==> config.mk <==
export PLATFORM = sky130hd
export DESIGN_NAME = dhp_host_port
export DESIGN_NICKNAME = d
export VERILOG_FILES = /design/src/rtl/dhp_pkg.sv /design/src/rtl/dhp_host_port.sv /design/src/rtl/dhp_sync.sv
export SDC_FILE = /design/constraint.sdc
export NUM_CORES = 1
export LEC_CHECK = 0
export ABC_CLOCK_PERIOD_IN_PS = 2750
export BUFFER_PORTS_ARGS = -buffer_cell sky130_fd_sc_hd__buf_2
export CORE_ASPECT_RATIO = 0.5
export CORE_UTILIZATION = 53
export DETAILED_ROUTE_END_ITERATION = 6
export PLACE_DENSITY = 0.85
export SLEW_MARGIN = 20
export SYNTH_ARGS = -nofsm -noshare
export SYNTH_HDL_FRONTEND = slang
export SYNTH_SLANG_ARGS = --single-unit
==> constraint.sdc <==
create_clock -name core_clk -period 2.75 [get_ports core_clk]
set_clock_uncertainty 0.05 [all_clocks]
set_input_delay 0.55 -clock core_clk [delete_from_list [all_inputs] [get_ports core_clk]]
set_output_delay 0.55 -clock core_clk [all_outputs]
set_load 0.03 [all_outputs]
==> src/rtl/dhp_pkg.sv <==
// shared constants, types and helpers for the dual-style host port
package dhp_pkg;

  // register map
  localparam logic [7:0] DHP_HAC_OFFSET = 8'h02;
  localparam logic [7:0] DHP_HAC_RESET = 8'h00;
  localparam logic [7:0] DHP_MAP_LAST = 8'hE7;
  localparam int DHP_HAC_ID_LSB = 0;
  localparam int DHP_HAC_WIDE_BIT = 7;

  // bus widths and synchroniser depth
  localparam int DHP_ADDR_W = 8;
  localparam int DHP_DATA_W = 16;
  localparam int DHP_ID_W = 4;
  localparam int DHP_SYNC_STAGES = 2;

  // host bus clock ceiling, kept by the host
  localparam int DHP_HOST_CLK_MAX_MHZ = 100;

  typedef enum logic {
    DHP_SEPARATE_STROBE_STYLE = 1'h0,
    DHP_SINGLE_STROBE_STYLE = 1'h1
  } dhp_style_t;

  typedef enum logic [4:0] {
    DHP_IDLE = 5'h01,
    DHP_CORE = 5'h02,
    DHP_DONE = 5'h04,
    DHP_HANG = 5'h08,
    DHP_IGNORE = 5'h10
  } dhp_state_t;

  // byte lanes the device drives for an access
  function automatic logic [15:0] dhp_lane_en(input logic is_read, input logic wide);
    logic [15:0] lanes;
    lanes = 16'h0000;
    if (is_read) begin
      lanes = wide ? 16'hFFFF : 16'h00FF;
    end
    return lanes;
  endfunction

endpackage

==> src/rtl/dhp_host_port.sv <==
// dual-style parallel host port: pin handshake, identity check, register access
//
// Behaviour
// RULE1 - port works only while port select pin is low; otherwise everything released
// RULE2 - any internal register reachable by 8-bit address, read and write
// RULE3 - data bus is 8 or 16 bits per control register; 8-bit uses low lines
// RULE4 - host supplies bus clock, slower than input port clock, under 100 MHz
// RULE5 - style pin low picks separate strobes, high picks single strobe
// RULE6 - separate style accesses happen on host clock rising edge, outside reset
// RULE7 - separate style: low read and write strobes; device drives data on reads
// RULE8 - separate style: ready held low during selected access, released when done
// RULE9 - ready and acknowledge are open drain, only ever pulled low
// RULE10 - host avoids addresses above map; device never completes those
// RULE11 - host write order: address, data, write strobe, select, wait ready
// RULE12 - separate style read: valid read data present once ready rises
// RULE13 - single style accesses happen on host clock rising edge, outside reset
// RULE14 - single style: direction high reads, low writes; strobe low marks valid
// RULE15 - acknowledge pulled low at completion, released on select or strobe high
// RULE16 - single style write completes with acknowledge a few clocks later
// RULE17 - single style read acknowledged once valid data is on the bus
// RULE18 - access completes only when identity field matches identity pins; control register writes complete on any identity
// RULE19 - output data words are readable through the same port
// RULE20 - data bus floats except while a selected read drives its data
`timescale 1ns/1ps
module dhp_host_port import dhp_pkg::*; #(
  parameter int ID_W = DHP_ID_W
) (
  input wire logic core_clk,
  input wire logic rst_n,
  input wire logic port_select_pin,
  input wire logic bus_style_pin,
  input wire logic host_bus_clock,
  input wire logic chip_sel_n,
  input wire logic wr_n_or_dir,
  input wire logic rd_n_or_data_valid_strobe_n,
  input wire logic [DHP_ADDR_W-1:0] host_addr,
  input wire logic [DHP_DATA_W-1:0] data_in,
  output logic [DHP_DATA_W-1:0] data_out,
  output logic [DHP_DATA_W-1:0] data_oe,
  output logic transfer_acknowledge_out,
  output logic transfer_acknowledge_oe,
  input wire logic [ID_W-1:0] board_identity_pins,
  output logic core_req,
  output logic core_we,
  output logic [DHP_ADDR_W-1:0] core_addr,
  output logic [DHP_DATA_W-1:0] core_wdata,
  output logic core_wide,
  input wire logic core_ack,
  input wire logic [DHP_DATA_W-1:0] core_rdata
);

  if (ID_W < 1 || ID_W > DHP_HAC_WIDE_BIT - DHP_HAC_ID_LSB) begin : g_bad_id
    $error("dhp_host_port: identity width does not fit the access control register");
  end

  localparam int SYNC_W = DHP_DATA_W + DHP_ADDR_W + ID_W + 6;

  typedef struct packed {
    dhp_state_t st;
    logic prev_hclk;
    logic is_read;
    logic [7:0] hac;
    logic [DHP_ADDR_W-1:0] addr;
    logic [DHP_DATA_W-1:0] wdata;
    logic core_req;
    logic core_we;
    logic hs_out;
    logic hs_oe;
    logic [DHP_DATA_W-1:0] d_out;
    logic [DHP_DATA_W-1:0] d_oe;
  } dhp_regs_t;

  dhp_regs_t s;
  dhp_regs_t next_s;

  ////////////////////////////////////////////////////////////////////////////
  // pin synchronisation; cs and strobes rest inactive so reset cannot start an access

  logic [SYNC_W-1:0] pins_raw;
  logic [SYNC_W-1:0] pins_s;
  logic psel_s;
  logic style_s;
  logic cs_n_s;
  logic strb_a_s;
  logic strb_b_s;
  logic hclk_s;
  logic [ID_W-1:0] ids_s;
  logic [DHP_ADDR_W-1:0] addr_s;
  logic [DHP_DATA_W-1:0] data_s;

  assign pins_raw = {data_in, host_addr, board_identity_pins, host_bus_clock,
                     rd_n_or_data_valid_strobe_n, wr_n_or_dir, chip_sel_n,
                     bus_style_pin, port_select_pin};

  dhp_sync #(
    .W(SYNC_W),
    .RST_VAL({{(SYNC_W-6){1'b0}}, 6'h1D})
  ) u_sync (
    .core_clk(core_clk),
    .rst_n(rst_n),
    .async_in(pins_raw),
    .sync_out(pins_s)
  );

  assign {data_s, addr_s, ids_s, hclk_s, strb_b_s, strb_a_s, cs_n_s, style_s, psel_s} = pins_s;

  ////////////////////////////////////////////////////////////////////////////
  // access decode

  logic port_on;
  logic single;
  logic hrise;
  logic req_valid;
  logic want_rd;
  logic id_ok;
  logic is_local;
  logic accept;
  logic wide;

  assign port_on = !psel_s; // RULE1
  assign single = (style_s == DHP_SINGLE_STROBE_STYLE); // RULE5
  // the host clock is only sampled; its rising edge paces every access
  assign hrise = hclk_s && !s.prev_hclk; // RULE6 RULE13
  assign wide = s.hac[DHP_HAC_WIDE_BIT]; // RULE3
  assign id_ok = (s.hac[DHP_HAC_ID_LSB +: ID_W] == ids_s); // RULE18
  assign is_local = (addr_s == DHP_HAC_OFFSET);
  // writes to the control register are taken by every chip, else no chip could be picked
  assign accept = id_ok || (is_local && !want_rd); // RULE18

  always_comb begin
    if (single) begin
      req_valid = !strb_b_s; // RULE14
      want_rd = strb_a_s; // RULE14
    end else begin
      // both strobes low is malformed and is not started
      req_valid = strb_a_s ^ strb_b_s; // RULE7
      want_rd = !strb_b_s; // RULE7
    end
  end

  ////////////////////////////////////////////////////////////////////////////
  // control sequence

  always_comb begin
    next_s = s;
    next_s.prev_hclk = hclk_s;
    next_s.core_req = 1'b0;
    next_s.hs_out = 1'b0; // RULE9
    case (s.st)
      DHP_IDLE: begin
        next_s.hs_oe = 1'b0;
        next_s.d_oe = 16'h0000; // RULE20
        if (hrise && port_on && !cs_n_s && req_valid) begin // RULE6 RULE13
          next_s.addr = addr_s;
          next_s.wdata = wide ? data_s : {8'h00, data_s[7:0]}; // RULE3
          next_s.is_read = want_rd;
          next_s.core_we = !want_rd;
          if (!accept) begin
            next_s.st = DHP_IGNORE; // RULE18
          end else if (addr_s > DHP_MAP_LAST) begin
            // beyond the map nothing ever completes; ready stays low
            next_s.st = DHP_HANG; // RULE10
            next_s.hs_oe = !single; // RULE8
          end else if (is_local) begin
            if (!want_rd) begin
              next_s.hac = data_s[7:0]; // RULE2
            end
            next_s.st = DHP_DONE;
            // ready dips even here, else a separate-style host cannot tell started from done
            next_s.hs_oe = 1'b1; // RULE8 RULE15 RULE16
            next_s.d_out = {8'h00, s.hac}; // RULE12
            next_s.d_oe = dhp_lane_en(want_rd, wide); // RULE3 RULE20
          end else begin
            // output data words live in the core map and go the same way
            next_s.st = DHP_CORE; // RULE2 RULE19
            next_s.core_req = 1'b1;
            next_s.hs_oe = !single; // RULE8
          end
        end
      end
      DHP_CORE: begin
        next_s.hs_oe = s.hs_oe && port_on; // RULE1
        if (core_ack) begin
          if (port_on) begin
            next_s.st = DHP_DONE;
            next_s.hs_oe = single; // RULE8 RULE15 RULE16 RULE17
            next_s.d_out = wide ? core_rdata : {8'h00, core_rdata[7:0]}; // RULE3 RULE12
            next_s.d_oe = dhp_lane_en(s.is_read, wide); // RULE17 RULE20
          end else begin
            next_s.st = DHP_IDLE;
          end
        end
      end
      DHP_DONE: begin
        if (cs_n_s || !port_on || (single && strb_b_s)) begin // RULE15
          next_s.st = DHP_IDLE;
          next_s.hs_oe = 1'b0;
          next_s.d_oe = 16'h0000; // RULE20
        end else if (!single) begin
          // a local access holds ready low for one cycle, then releases it
          next_s.hs_oe = 1'b0; // RULE8
        end
      end
      DHP_HANG, DHP_IGNORE: begin
        if (cs_n_s || !port_on) begin
          next_s.st = DHP_IDLE;
          next_s.hs_oe = 1'b0;
        end else begin
          next_s.hs_oe = s.hs_oe;
        end
      end
      default: begin
        next_s.st = DHP_IDLE;
        next_s.hs_oe = 1'b0;
        next_s.d_oe = 16'h0000;
      end
    endcase
  end

  always_ff @(posedge core_clk) begin
    if (!rst_n) begin
      s <= '0;
      s.st <= DHP_IDLE;
      s.hac <= DHP_HAC_RESET;
    end else begin
      s <= next_s;
    end
  end

  ////////////////////////////////////////////////////////////////////////////
  // outputs, all straight from flops

  assign data_out = s.d_out;
  assign data_oe = s.d_oe;
  assign transfer_acknowledge_out = s.hs_out;
  assign transfer_acknowledge_oe = s.hs_oe;
  assign core_req = s.core_req;
  assign core_we = s.core_we;
  assign core_addr = s.addr;
  assign core_wdata = s.wdata;
  assign core_wide = s.hac[DHP_HAC_WIDE_BIT];
endmodule // dhp_host_port

==> src/rtl/dhp_sync.sv <==
// two-stage synchroniser for the host port pins
`timescale 1ns/1ps
module dhp_sync import dhp_pkg::*; #(
  parameter int W = 1,
  parameter logic [W-1:0] RST_VAL = '0
) (
  input wire logic core_clk,
  input wire logic rst_n,
  input wire logic [W-1:0] async_in,
  output logic [W-1:0] sync_out
);

  if (W < 1) begin : g_bad_width
    $error("dhp_sync: width must be at least one");
  end

  typedef struct packed {
    logic [W-1:0] meta;
    logic [W-1:0] stable;
  } dhp_sync_regs_t;

  dhp_sync_regs_t s;
  dhp_sync_regs_t next_s;

  ////////////////////////////////////////////////////////////////////////////
  // the first stage is read only by the second stage
  always_comb begin
    next_s = s;
    next_s.meta = async_in;
    next_s.stable = s.meta;
  end

  always_ff @(posedge core_clk) begin
    if (!rst_n) begin
      s.meta <= RST_VAL;
      s.stable <= RST_VAL;
    end else begin
      s <= next_s;
    end
  end

  assign sync_out = s.stable;

endmodule // dhp_sync

==> impl_results.md <==
* Status: completed
* Peak supply drop at 0.5281 mV
* Routed vias at around 3500
* Pin count of the biggest net entering global routing at 49
* Worst r2r src: u_sync.sync_out[0]
* H-tree Lvls at 4
* Pre-CTS WS at between 0.3 and 0.4 ns
* CP endpoint kind: register
* Slack of the critical path at 0.3525 ns
* Io pins at roughly 110
* Rows at 24
* Final ANT Viol Nets at 0
* Sequential area share after synthesis at 52.46%
* Crit path required time at between 3 and 4 ns
* Die X at around 140 um
* Gr ovfl total at 0
* Syn_area_per_cell at 9.692 um^2
* Prevailing post-synth register cell: dfxtp_1
* Final setup fails at 0
* Post-Synthesis Cells at 504
* DR WL met2 at roughly 4200 um
* Layout filler cell count at 711
* Ant diodes at 0
* Post-synthesis instance area at 4885 um^2
* Setup tns final at 0 ns
* R2R Path End: s[73]
* Initial antenna violation count at 0
* Placed cells at about 660
* Worst hold margin at 0.2734 ns
* Met1 wire length at ~4200 um
* Initial DRT Pass Iterations at 5
* # nets final at 612
* Async set-reset flop share out of synthesis at 0%
* Worst r2r path cells at 5
* Layout cells sized above 1 at 27.97%
* Post-CTS Setup Bufs at 0
* Final routed DRC violation total at 0
* Clock latency on the worst-skew pair at 0.41 ns
* Crit path max fanout at 13
* CTS Sinks at 128
* P_leak at 2.384 nW
* First DRT Iteration DRCs at 217
* PwrDens at 755.7 nW/um^2
* Crit share post-route at roughly 87%
* Final Hold Vio Count at 0
* TritonCTS clock tree: built
* Hold Path Class: in2reg
* Max Slew Vio Count at 0
* Buffer depth of the longest clock path at 2
* Capture point of the critical path: s[73]
* Startpoint Class: register
* Critical Path Max Stage Delay at between 0.6 and 0.7 ns
* Worst Setup Path Type: reg2reg
* RePlAce Congestion at 0.9443
* Area Growth Syn to Fin at 17.06%
* Vias in the first global route at 3225
* WL per Instance at ~14 um
* Top Metal Used: met4
* Met3 wire len at 760 um
* Final Routed Wirelength at 9334 um
* CP Cell Sequence: or4b_4 -> o311ai_4 -> o2111ai_2 -> or4_1 -> a21oi_1
* Clock Pin Slew Worst Setup and Hold Paths at 0.06 ns
* CORE AREA at 8828 um^2
* Gr usage total at 20.92%
* Hold-fix buffers, CTS at 0
* Final min period at 2.398 ns
* Rel. slew slack at a little under three fifths
* RSZ-0062 raised after global routing: false
* First-pass GRT wire length at 15120 um
* Yosys warnings at 0
* Initial Util at 55.33%
* Slowest cell on the critical path: or4b_4
* HP Start: chip_sel_n
* Clock Tree Root: clkbuf_16
* Synth cell types at 49
* Syn_nets at 557
* Die area at a little under 10000 um^2
* Max Fclk at ~0.42 GHz
* Post-CTS resize count at 0
* Chip height at around 70 um
* Port bufs at 112
* Vias per inst at roughly 5.0
* Reg-to-reg setup timing slack at 0.35 ns
* CTS buffer count at 17
* DP HPWL at 6226 um
* CP Launch Point: u_sync.sync_out[0]
* WP data arrival at 2.67 ns
* FF+latch count, synth at 128
* Final cell count without fillers at a little under 700
* Worst-margin pin slew at 0.6645 ns
* Number of synthesized flops with an enable pin at 0
* Max cap viols at 0
## registers in the layout, indices dropped and copies added, names as in the netlist, 2 cells and up
register	count
u_sync.next_s	34
u_sync.sync_out	34
core_wdata	16
data_out	16
s	14
core_addr	8
data_oe	2
## kinds of logic (layout without fill, tap and decap cells)
kind of cell | Yosys count | count (layout) | synth area share (%)
xor gates and xnor gates | 6 | 6 | 1.076
and+or+nand+nor | 188 | 188 | 21.18
muxes | 9 | 9 | 1.844
AOI/OAI and AO/OA | 77 | 77 | 11.45
other | 1 | 1 | 0.07677
buffers and inverters | 95 | 163 | 11.91
DFF | 128 | 128 | 52.46
## layout by cell type (no fill, tap or decap), drive strengths merged, types with 2 or more instances in the layout
| cell | count |
|---|---|
| bufinv | 3 |
| o21ai | 5 |
| nor3 | 5 |
| o211ai | 3 |
| nand2b | 17 |
| clkinvlp | 4 |
| clkinv | 4 |
| nand3b | 2 |
| dfxtp | 128 |
| xnor2 | 5 |
| a32oi | 7 |
| and2 | 62 |
| clkbuf | 17 |
| buf | 119 |
| nor4b | 2 |
| a21o | 8 |
| a22oi | 2 |
| nor4 | 4 |
| mux2i | 9 |
| nand3 | 11 |
| o2111ai | 3 |
| inv | 16 |
| a32o | 8 |
| nor2 | 17 |
| nand4 | 9 |
| nor3b | 2 |
| a21oi | 31 |
| nand2 | 53 |
| o21a | 3 |
## routing by layer
| metal | vias to the layer above | global-route usage [%] |
|---|---|---|
| met2 | 125 | 33.05 |
| met4 | 0 | 9.420 |
| met3 | 11 | 7.190 |
| li1 | 1755 | - |
| met1 | 1564 | 25.75 |
| met5 | - | 0 |
## power by group
| part | total, mW | internal [mW] | switching [mW] |
|---|---|---|---|
| sequential | 1.92 | 1.90 | 0.0216 |
| combinational | 0.130 | 0.0627 | 0.0672 |
| clock | 2.27 | 1.44 | 0.831 |
| total | 4.32 | 3.40 | 0.920 |
## cell usage after synthesis (all sizes together) (8+ instances only)
cell type | number | share of area, %
nand4 | 9 | 1.2
nand3 | 11 | 1.1
clkbuf | 22 | 1.7
dfxtp | 128 | 52
a21o | 8 | 1.2
buf | 61 | 9.3
and2 | 62 | 7.9
a21oi | 31 | 3.2
inv | 12 | 0.92
nand2b | 17 | 2.2
mux2i | 9 | 1.8
a32o | 8 | 1.6
nor2 | 17 | 1.3
nand2 | 53 | 4.1
## layout make-up
cell class                 count  area (um^2)  area share (%)
inverter                      12        45.04          0.7877
clock buffer                  17        425.4           7.440
multi-input combinational    281         1740           30.44
tap                          117        146.4           2.560
sequential                   128         2562           44.81
clock inverter                15        185.2           3.239
timing repair buffer         119        613.1           10.72
## per-stage QoR
step	cell area (um^2)	power [mW]	utilization, %
final	5718	4.321	64.77
after global routing	5718	4.494	64.77
after CTS	5718	4.378	64.77
after detailed placement	5107	2.094	57.85
after global placement	5107	2.089	57.85
after floorplan	4885	2.036	-
## critical path, delay by kind of cell (launching register included)
family | cells | cell delay (ns)
DFF | 1 | 0.44
AOI/OAI and AO/OA | 3 | 0.70
and+or+nand+nor | 2 | 1.12
## worst min-delay path by stage
stage / endpoint / slack [ns] / depth (start not counted)
after floorplan: u_sync.sync_out[0] / 0.34 / 1
after global placement: u_sync.sync_out[4] / 0.34 / 1
after detailed placement: u_sync.sync_out[4] / 0.34 / 1
after CTS: u_sync.next_s[2] / 0.26 / 2
after global routing: u_sync.next_s[2] / 0.26 / 2
final: u_sync.next_s[2] / 0.27 / 2
(Power assumes the default switching activity.)
